===== src/verilog/kpsc_pkg.sv =====
/*
 Constants and carrier types for the keyboard and pointer port
 control and status block.
 Assumes a word-addressed classic Wishbone slave at 32 bits.
*/
`default_nettype none
package kpsc_pkg;
   // ----------------------------------------------------------
   // Register indices; the byte address is four times these.
   // ----------------------------------------------------------
   localparam int ADDR_W = 12;
   localparam logic [9:0] IDX_RXCTL = 10'h066;
   localparam logic [9:0] IDX_TXDATA1 = 10'h067;
   localparam logic [9:0] IDX_TXDATA2 = 10'h068;
   localparam logic [9:0] IDX_TXCTL = 10'h069;
   localparam logic [9:0] IDX_RXSTAT = 10'h06a;
   localparam logic [9:0] IDX_IRQSTAT = 10'h0a0;
   localparam logic [9:0] IDX_IRQMASK = 10'h0a1;
   // ----------------------------------------------------------
   // Field positions.
   // ----------------------------------------------------------
   localparam int RC_DRV2 = 7;
   localparam int RC_TOG2 = 6;
   localparam int RC_DRV1 = 5;
   localparam int RC_TOG1 = 4;
   localparam int RC_KBD1 = 3;
   localparam int RC_LOCK = 2;
   localparam int RC_PERR2 = 1;
   localparam int RC_PERR1 = 0;
   localparam int TC_DIAG = 7;
   localparam int TC_RDBLK = 6;
   localparam int TC_CLKDIS = 5;
   localparam int TC_TOG2 = 4;
   localparam int TC_TOG1 = 3;
   localparam int TC_NMI = 2;
   localparam int RS_IDLE2 = 6;
   localparam int RS_FULL1 = 5;
   localparam int RS_IDLE1 = 3;
   localparam int RS_FULL2 = 2;
   localparam int RS_DENS = 0;
   localparam int IS_P2 = 3;
   localparam int IS_P1 = 2;
   localparam int IS_RTC = 0;
   // Writable bits of the two control registers.
   localparam logic [7:0] RC_WMASK = 8'hf8;
   localparam logic [7:0] TC_WMASK = 8'hfc;
   // Bits after the start bit: eight data, parity, stop.
   localparam logic [3:0] FRAME_BITS = 4'ha;
   // ----------------------------------------------------------
   // Carrier from a port receiver to the register bank.
   // ----------------------------------------------------------
   typedef struct packed {
      logic busy;
      logic done;
      logic perr;
      logic [7:0] data;
   } kpsc_rx_t;
endpackage
`default_nettype wire


===== src/verilog/kpsc_port_rx.sv =====
/*
 Receiver for one clocked serial peripheral port.
 Assumes line clock and data arrive raw from pins; both are
 synchronised here to mclk before use.
*/
`default_nettype none
module kpsc_port_rx (
   input wire logic mclk,
   input wire logic rst_n,
   input wire logic lineClk,
   input wire logic lineData,
   input wire logic abort,
   output kpsc_pkg::kpsc_rx_t rx
);
   import kpsc_pkg::*;

   typedef struct packed {
      logic clkS1;
      logic clkS2;
      logic datS1;
      logic datS2;
      logic clkPrev;
      logic busy;
      logic [3:0] cnt;
      logic [9:0] shift;
      logic done;
      logic perr;
      logic [7:0] data;
   } kpsc_rxst_t;

   kpsc_rxst_t s_r;
   kpsc_rxst_t s_nxt;

   // ----------------------------------------------------------
   // Frame capture on falling edges of the line clock.
   // ----------------------------------------------------------
   always_comb begin
      logic [9:0] sh;
      sh = {s_r.datS2, s_r.shift[9:1]};
      s_nxt = s_r;
      s_nxt.clkS1 = lineClk;
      s_nxt.clkS2 = s_r.clkS1;
      s_nxt.datS1 = lineData;
      s_nxt.datS2 = s_r.datS1;
      s_nxt.clkPrev = s_r.clkS2;
      s_nxt.done = 1'b0;
      if (abort) begin
         s_nxt.busy = 1'b0;
      end else if (s_r.clkPrev && !s_r.clkS2) begin
         if (!s_r.busy) begin
            s_nxt.busy = !s_r.datS2;
            s_nxt.cnt = '0;
         end else begin
            s_nxt.shift = sh;
            s_nxt.cnt = s_r.cnt + 4'h1;
            if (s_r.cnt == FRAME_BITS - 4'h1) begin
               s_nxt.busy = 1'b0;
               s_nxt.done = 1'b1;
               s_nxt.data = sh[7:0];
               // Odd parity over data and parity bit.
               s_nxt.perr = ~(^sh[8:0]);
            end
         end
      end
   end

   // Register the whole state.
   always_ff @(posedge mclk) begin
      if (!rst_n) begin
         s_r <= '0;
      end else begin
         s_r <= s_nxt;
      end
   end

   assign rx = '{busy: s_r.busy, done: s_r.done,
                 perr: s_r.perr, data: s_r.data};
endmodule
`default_nettype wire


===== src/verilog/kpsc_top.sv =====
/*
 Register bank for two keyboard or pointer ports: clock line
 holding, sticky receive flags, shared interrupt merge.
 Assumes a classic Wishbone master on mclk, raw pins for the
 port lines and switches, and an RTC on mclk.
*/
// Operation
// - Shared disable bit holds both clocks low.
// - Clock-drive bit zero holds port clock low.
// - Writing receive-toggle one clears port flags.
// - Toggle held high: no clock hold after receive.
// - Keyboard-location bit is plain stored bit.
// - Parity error on receive sets sticky flag.
// - Parity flag clears by either toggle bit.
// - Key-lock bit follows keyswitch input.
// - Byte received sets receive-full bit.
// - Receive-full clears by either toggle bit.
// - Status bit zero mirrors floppy density pin.
// - Mask bit one blocks that interrupt source.
// - Masking never suppresses status bits.
// - Three sources merge onto one request.
// - Interrupt status shows pending sources.
// - Port pending clears by either toggle bit.
// - Clock pending clears on RTC status read.
// - Transmit-toggle bits exist per port.
// - Three diagnostic bits in transmit control.
// - Clock held low after a byte arrives.
// - Transmit write stores byte with parity.
`default_nettype none
module kpsc_top (
   input wire logic mclk,
   input wire logic rst_n,
   input wire logic cyc_i,
   input wire logic stb_i,
   input wire logic we_i,
   input wire logic [kpsc_pkg::ADDR_W-1:0] adr_i,
   input wire logic [3:0] sel_i,
   input wire logic [31:0] dat_i,
   output logic [31:0] dat_o,
   output logic ack_o,
   input wire logic firstPortClkIn,
   output logic firstPortClkOut,
   output logic firstPortClkOe,
   input wire logic firstPortDataIn,
   input wire logic secondPortClkIn,
   output logic secondPortClkOut,
   output logic secondPortClkOe,
   input wire logic secondPortDataIn,
   output logic [8:0] firstPortTxFrame,
   output logic [8:0] secondPortTxFrame,
   input wire logic keyUnlockedIn,
   input wire logic floppyDensityIn_n,
   input wire logic rtcIrq,
   input wire logic rtcStatusRead,
   output logic sharedInterruptRequest,
   output logic diagEnable,
   output logic diagReadBlock,
   output logic nmiDiagEnable
);
   import kpsc_pkg::*;

   // ----------------------------------------------------------
   // State of the bank.
   // ----------------------------------------------------------
   typedef struct packed {
      logic [7:0] rxCtl;
      logic [7:0] txCtl;
      logic perr1;
      logic perr2;
      logic full1;
      logic full2;
      logic pendRtc;
      logic hold1;
      logic hold2;
      logic maskP2;
      logic maskP1;
      logic maskRtc;
      logic lockS1;
      logic lockS2;
      logic densS1;
      logic densS2;
      logic [8:0] tx1;
      logic [8:0] tx2;
      logic ack;
      logic [31:0] rdat;
      logic irq;
      logic oe1;
      logic oe2;
   } kpsc_st_t;

   kpsc_st_t s_r;
   kpsc_st_t s_nxt;
   kpsc_rx_t rx1;
   kpsc_rx_t rx2;
   logic [9:0] idx;
   logic req;
   logic wr;
   logic clr1;
   logic clr2;

   // Odd parity bit for a transmit byte.
   function automatic logic oddPar(input logic [7:0] b);
      return ~(^b);
   endfunction

   // Write strobe to one register index.
   function automatic logic wrHit(input logic w,
                                  input logic [9:0] a,
                                  input logic [9:0] t);
      return w && (a == t);
   endfunction

   // ----------------------------------------------------------
   // Port receivers.
   // ----------------------------------------------------------
   // Each receiver is aborted while its clock is held low.
   kpsc_port_rx uRx1 (
      .mclk(mclk),
      .rst_n(rst_n),
      .lineClk(firstPortClkIn),
      .lineData(firstPortDataIn),
      .abort(s_r.oe1),
      .rx(rx1)
   );

   kpsc_port_rx uRx2 (
      .mclk(mclk),
      .rst_n(rst_n),
      .lineClk(secondPortClkIn),
      .lineData(secondPortDataIn),
      .abort(s_r.oe2),
      .rx(rx2)
   );

   // ----------------------------------------------------------
   // Bus decode.
   // ----------------------------------------------------------
   // A request is taken once; ack follows on the next edge.
   assign idx = adr_i[ADDR_W-1:2];
   assign req = cyc_i && stb_i && !s_r.ack;
   assign wr = req && we_i && sel_i[0];
   // Clear strobes from either toggle bit written as one.
   assign clr1 = (wrHit(wr, idx, IDX_RXCTL) && dat_i[RC_TOG1])
      || (wrHit(wr, idx, IDX_TXCTL) && dat_i[TC_TOG1]);
   assign clr2 = (wrHit(wr, idx, IDX_RXCTL) && dat_i[RC_TOG2])
      || (wrHit(wr, idx, IDX_TXCTL) && dat_i[TC_TOG2]);

   // ----------------------------------------------------------
   // Next-state logic.
   // ----------------------------------------------------------
   always_comb begin
      logic [7:0] rd;
      logic [7:0] rc;
      logic [7:0] rs;
      logic [7:0] is;
      logic [7:0] im;
      rd = 8'h00;
      rc = s_r.rxCtl & RC_WMASK;
      rs = 8'h00;
      is = 8'h00;
      im = 8'h00;
      s_nxt = s_r;
      // Pin inputs pass two flip-flops.
      s_nxt.lockS1 = keyUnlockedIn;
      s_nxt.lockS2 = s_r.lockS1;
      s_nxt.densS1 = floppyDensityIn_n;
      s_nxt.densS2 = s_r.densS1;

      // Read views of every register.
      rc[RC_LOCK] = s_r.lockS2;
      rc[RC_PERR2] = s_r.perr2;
      rc[RC_PERR1] = s_r.perr1;
      rs[RS_IDLE2] = !rx2.busy;
      rs[RS_FULL1] = s_r.full1;
      rs[RS_IDLE1] = !rx1.busy;
      rs[RS_FULL2] = s_r.full2;
      rs[RS_DENS] = s_r.densS2;
      is[IS_P2] = s_r.full2;
      is[IS_P1] = s_r.full1;
      is[IS_RTC] = s_r.pendRtc;
      im[IS_P2] = s_r.maskP2;
      im[IS_P1] = s_r.maskP1;
      im[IS_RTC] = s_r.maskRtc;

      unique case (idx)
         IDX_RXCTL: rd = rc;
         IDX_TXDATA1: rd = rx1.data;
         IDX_TXDATA2: rd = rx2.data;
         IDX_TXCTL: rd = s_r.txCtl;
         IDX_RXSTAT: rd = rs;
         IDX_IRQSTAT: rd = is;
         IDX_IRQMASK: rd = im;
         default: rd = 8'h00;
      endcase

      // Bus answer: unmapped reads return zero.
      s_nxt.ack = req;
      if (req && !we_i) begin
         s_nxt.rdat = {24'h000000, rd};
      end

      // Register writes.
      if (wrHit(wr, idx, IDX_RXCTL)) begin
         s_nxt.rxCtl = dat_i[7:0] & RC_WMASK;
      end
      if (wrHit(wr, idx, IDX_TXCTL)) begin
         s_nxt.txCtl = dat_i[7:0] & TC_WMASK;
      end
      if (wrHit(wr, idx, IDX_IRQMASK)) begin
         s_nxt.maskP2 = dat_i[IS_P2];
         s_nxt.maskP1 = dat_i[IS_P1];
         s_nxt.maskRtc = dat_i[IS_RTC];
      end
      // Transmit byte stored with parity; no frame is started.
      if (wrHit(wr, idx, IDX_TXDATA1)) begin
         s_nxt.tx1 = {oddPar(dat_i[7:0]), dat_i[7:0]};
      end
      if (wrHit(wr, idx, IDX_TXDATA2)) begin
         s_nxt.tx2 = {oddPar(dat_i[7:0]), dat_i[7:0]};
      end

      // Sticky flags: a new event wins over a clear.
      s_nxt.full1 = rx1.done || (s_r.full1 && !clr1);
      s_nxt.full2 = rx2.done || (s_r.full2 && !clr2);
      s_nxt.perr1 = (rx1.done && rx1.perr)
         || (s_r.perr1 && !clr1);
      s_nxt.perr2 = (rx2.done && rx2.perr)
         || (s_r.perr2 && !clr2);
      s_nxt.pendRtc = rtcIrq
         || (s_r.pendRtc && !rtcStatusRead);

      // Hold the clock after a byte unless the toggle is high.
      s_nxt.hold1 = (rx1.done && !s_r.rxCtl[RC_TOG1])
         || (s_r.hold1 && !clr1);
      s_nxt.hold2 = (rx2.done && !s_r.rxCtl[RC_TOG2])
         || (s_r.hold2 && !clr2);

      // Clock line drive: enable high pulls the line low.
      s_nxt.oe1 = !s_nxt.rxCtl[RC_DRV1]
         || s_nxt.txCtl[TC_CLKDIS]
         || (s_nxt.hold1 && !s_nxt.rxCtl[RC_TOG1]);
      s_nxt.oe2 = !s_nxt.rxCtl[RC_DRV2]
         || s_nxt.txCtl[TC_CLKDIS]
         || (s_nxt.hold2 && !s_nxt.rxCtl[RC_TOG2]);

      // One shared request from unmasked pending sources.
      s_nxt.irq = (s_nxt.full2 && !s_nxt.maskP2)
         || (s_nxt.full1 && !s_nxt.maskP1)
         || (s_nxt.pendRtc && !s_nxt.maskRtc);
   end

   // ----------------------------------------------------------
   // State register.
   // ----------------------------------------------------------
   // Reset drives both clock lines low, as drive bits are zero.
   always_ff @(posedge mclk) begin
      if (!rst_n) begin
         s_r <= '0;
         s_r.oe1 <= 1'b1;
         s_r.oe2 <= 1'b1;
      end else begin
         s_r <= s_nxt;
      end
   end

   // Outputs straight from the state register; the clock-out pins are tied low.
   assign dat_o = s_r.rdat;
   assign ack_o = s_r.ack;
   assign firstPortClkOut = 1'b0;
   assign secondPortClkOut = 1'b0;
   assign firstPortClkOe = s_r.oe1;
   assign secondPortClkOe = s_r.oe2;
   assign firstPortTxFrame = s_r.tx1;
   assign secondPortTxFrame = s_r.tx2;
   assign sharedInterruptRequest = s_r.irq;
   assign diagEnable = s_r.txCtl[TC_DIAG];
   assign diagReadBlock = s_r.txCtl[TC_RDBLK];
   assign nmiDiagEnable = s_r.txCtl[TC_NMI];
endmodule
`default_nettype wire

===== config.mk =====
export PLATFORM = sky130hd
export DESIGN_NAME = kpsc_top
export DESIGN_NICKNAME = d
export VERILOG_FILES = /design/src/verilog/kpsc_pkg.sv /design/src/verilog/kpsc_port_rx.sv /design/src/verilog/kpsc_top.sv
export SDC_FILE = /design/constraint.sdc
export NUM_CORES = 1
export LEC_CHECK = 0
export BUFFER_PORTS_ARGS = -buffer_cell sky130_fd_sc_hd__buf_2
export CORE_ASPECT_RATIO = 0.7
export CORE_MARGIN = 2
export CORE_UTILIZATION = 58
export CTS_CLUSTER_SIZE = 14
export DETAILED_ROUTE_END_ITERATION = 8
export MAX_ROUTING_LAYER = met4
export PLACE_DENSITY = 0.88
export SYNTH_ARGS = -nofsm -noshare
export SYNTH_HDL_FRONTEND = slang
export SYNTH_SLANG_ARGS = --single-unit

===== constraint.sdc =====
create_clock -name mclk -period 3.7 [get_ports mclk]
set_clock_uncertainty 0.1 [all_clocks]
set_input_delay 0.37 -clock mclk [delete_from_list [all_inputs] [get_ports mclk]]
set_output_delay 0.37 -clock mclk [all_outputs]
set_load 0.02 [all_outputs]

==> key figures <==
Run status
  • Status: finished clean

Yosys
  • Top-area cell type share of the netlist area: 0.438
  • Biggest area consumer among synthesized cells: dfxtp_1
  • Number of synthesized register bits: 113
  • Synth cell count leaders: 113 x dfxtp_1, 96 x nand2_1, 56 x nor2_1
  • Cells after Synth: 592
  • Ys flop type: dfxtp_1
  • Async S/R FF share, synth: 0
  • Sequential area share after synthesis: 0.438
  • EDFF count, synth: 0
  • Number of synthesis warnings: 0
  • Syn Area/Cell: 8.73 um2
  • Mapped Area: 5170 um2
  • Post-synthesis cell type count: 64
  • Synth top area cells: dfxtp_1 44%, buf_4 7.7%, mux2i_1 7.0%
  • Most frequent cell after synthesis: dfxtp_1

Route
  • Met1 WL: 5050 um
  • Drt first pass iters: 8
  • Total Wirelength: 12300 um
  • Total number of vias: 4314
  • DR WL met2: 5770 um
  • Post-DR vias/cell: 5.66
  • Top layer in use: met4
  • DRC Markers: 0
  • Met3 WL: 1250 um
  • Final ANT Viol Nets: 0
  • Violation count after the first detailed-route iteration: 499
  • Routed len/inst: 16.2 um

Global routing
  • Pin count of the biggest net entering global routing: 38
  • Total grt overflow: 0
  • Initial antenna violation count: 0
  • Tot GR Track Use: 0.265
  • Global-route wire length before repair: 19400 um
  • Vias in the first global route: 4004

Floorplan
  • Die Y: 83.0 um
  • Die Span X: 117 um
  • Initial cell density of the core: 0.605
  • FP Rows: 28
  • Core area: 8550 um2
  • IO Count: 120
  • Die area: 9690 um2

Worst hold path
  • Hold WC Path Type: in2reg
  • Worst hold path depth: 2

Timing
  • RSZ-0062 raised after global routing: no
  • Crit path time final: 2.29 ns
  • Final setup TNS: 0 ns
  • Measured slew at the worst slew-check pin: 0.661 ns
  • Final-report setup violation count: 0
  • Period utilization: 0.619
  • Max-slew headroom: 0.556
  • Slew Limit Fails: 0
  • Hold WS: 0.0626 ns
  • Final Hold Viols: 0
  • Max Fclk: 0.437 GHz

Clock tree
  • Skew-Pair Late Insertion Delay: 0.41 ns
  • Setup bufs post-CTS: 0
  • Clock root cell: clkbuf_16
  • CTS tree: built
  • CTS Buffer Depth: 2
  • H-tree Lvls: 4
  • Post-CTS Resized: 0
  • Clock Sinks: 113
  • Num CTS Buffers: 17
  • Cts hold-fix bufs: 0
  • Worst-path clk slew: 0.05 ns

Run
  • Maxcap violations: 0

Pwr
  • Net Sw Frac: 0.212
  • Clk pwr share: 0.549
  • Internal power: 0.00237 W
  • Logic pwr share: 0.043
  • Sequential power share: 0.408
  • Sw Pwr: 0.000639 W
  • Max VDD drop: 0.406 mV
  • Leak: 2.27 nW
  • Pwr Density: 513 nW/um2

Placed design
  • Port bufs: 64
  • DP Area: 5260 um2
  • Global placer's final weighted congestion: 0.946
  • HPWL Detailed: 8420 um

Final layout
  • Fill count: 599
  • Nets@finish: 694
  • Design area: 5870 um2
  • Final Core Density: 0.687
  • Area grow syn2layout: 13.6%
  • Share of layout cells above drive strength 1: 0.173
  • N_diodes: 0

Worst setup path
  • Crit-path max FO: 23
  • Crit path DAT: 2.45 ns
  • Crit path kind: in2reg
  • CP endpoint kind: register
  • Register-to-Register Path Depth: 6
  • Data required, critical path: 3.86 ns
  • CP startpoint kind: primary input
-- path summary, 6_finish.rpt --
| path | start | slack [ns] | end |
|---|---|---|---|
| worst max register to register | ack_o | 1.45 | sharedInterruptRequest |
| worst min register to register | s_nxt[54] | 0.33 | s_r[54] |
| worst max-delay path | adr_i[2] | 1.41 | firstPortClkOe |
| worst min-delay path | secondPortClkIn | 0.06 | uRx2.s_nxt[28] |
-- layout by cell type (no fill, tap or decap), types with 6 or more instances in the layout --
| cell type | instances |
|---|---|
| buf_2 | 64 |
| a32oi_1 | 6 |
| clkbuf_16 | 17 |
| inv_1 | 9 |
| nand2_1 | 96 |
| xnor2_1 | 19 |
| a21oi_1 | 55 |
| dfxtp_1 | 113 |
| o21ai_0 | 11 |
| nor2_1 | 56 |
| mux2i_1 | 36 |
| and2_1 | 19 |
| conb_1 | 26 |
| nand3_1 | 11 |
| nor3_1 | 7 |
-- metrics by stage --
stage                     power [W]  setup WS, ns  instances
after floorplan             0.00136          1.80        617
after global placement      0.00138          1.14        730
after detailed placement    0.00138          1.03        730
after CTS                   0.00302          1.47        762
after global routing        0.00309          1.23        762
final                       0.00301          1.41        762
-- state kept, by name (all words and copies together) (netlist names), 2 cells and up --
register           flops
uRx2.s_r              15
s_r                   20
uRx1.s_nxt             3
uRx1.rx               11
secondPortTxFrame      9
uRx2.rx               11
uRx1.s_r              15
s_nxt                  2
uRx2.s_nxt             3
firstPortTxFrame       9
dat_o                  8
-- power groups by stage --
stage | clock network, W | logic [W] | registers (W)
after global routing | 0.00173 | 0.000138 | 0.00123
final | 0.00165 | 0.000129 | 0.00123
after CTS | 0.00167 | 0.000126 | 0.00123
after detailed placement | 0 | 0.000124 | 0.00126
after floorplan | 0 | 0.000106 | 0.00126
after global placement | 0 | 0.000121 | 0.00126
-- worst max-delay path, stage by stage --
cell and delay [ns]:
buf_2 0.44, nor2b_1 0.32, and2_1 0.23, nand3_1 0.13, nor2_1 0.40, mux2i_1 0.36
o211ai_1 0.18
-- metal layers --
layer,GRT usage,vias to the layer above
li1,-,2017
met1,0.327,1999
met2,0.401,261
met3,0.0839,37
met4,0.110,0
met5,-,-
-- kinds of logic after synthesis --
| family | count (synthesis) | synth area share |
|---|---|---|
| buffers and inverters | 83 | 0.101 |
| other | 1 | 0.000726 |
| adders and majority gates | 4 | 0.00968 |
| muxes | 36 | 0.0697 |
| xor gates and xnor gates | 23 | 0.0390 |
| DFF | 113 | 0.438 |
| and+or+nand+nor | 227 | 0.216 |
| AOI/OAI and AO/OA | 105 | 0.126 |
-- cell type report --
cell class | instances | area, um2 | area share
clock buffer | 23 | 478 | 0.0814
clock inverter | 9 | 130 | 0.0222
inverter | 10 | 37.5 | 0.00639
multi-input combinational | 421 | 2480 | 0.422
sequential | 113 | 2260 | 0.385
tap | 120 | 150 | 0.0256
timing repair buffer | 66 | 335 | 0.0571
(Power assumes the default switching activity.)
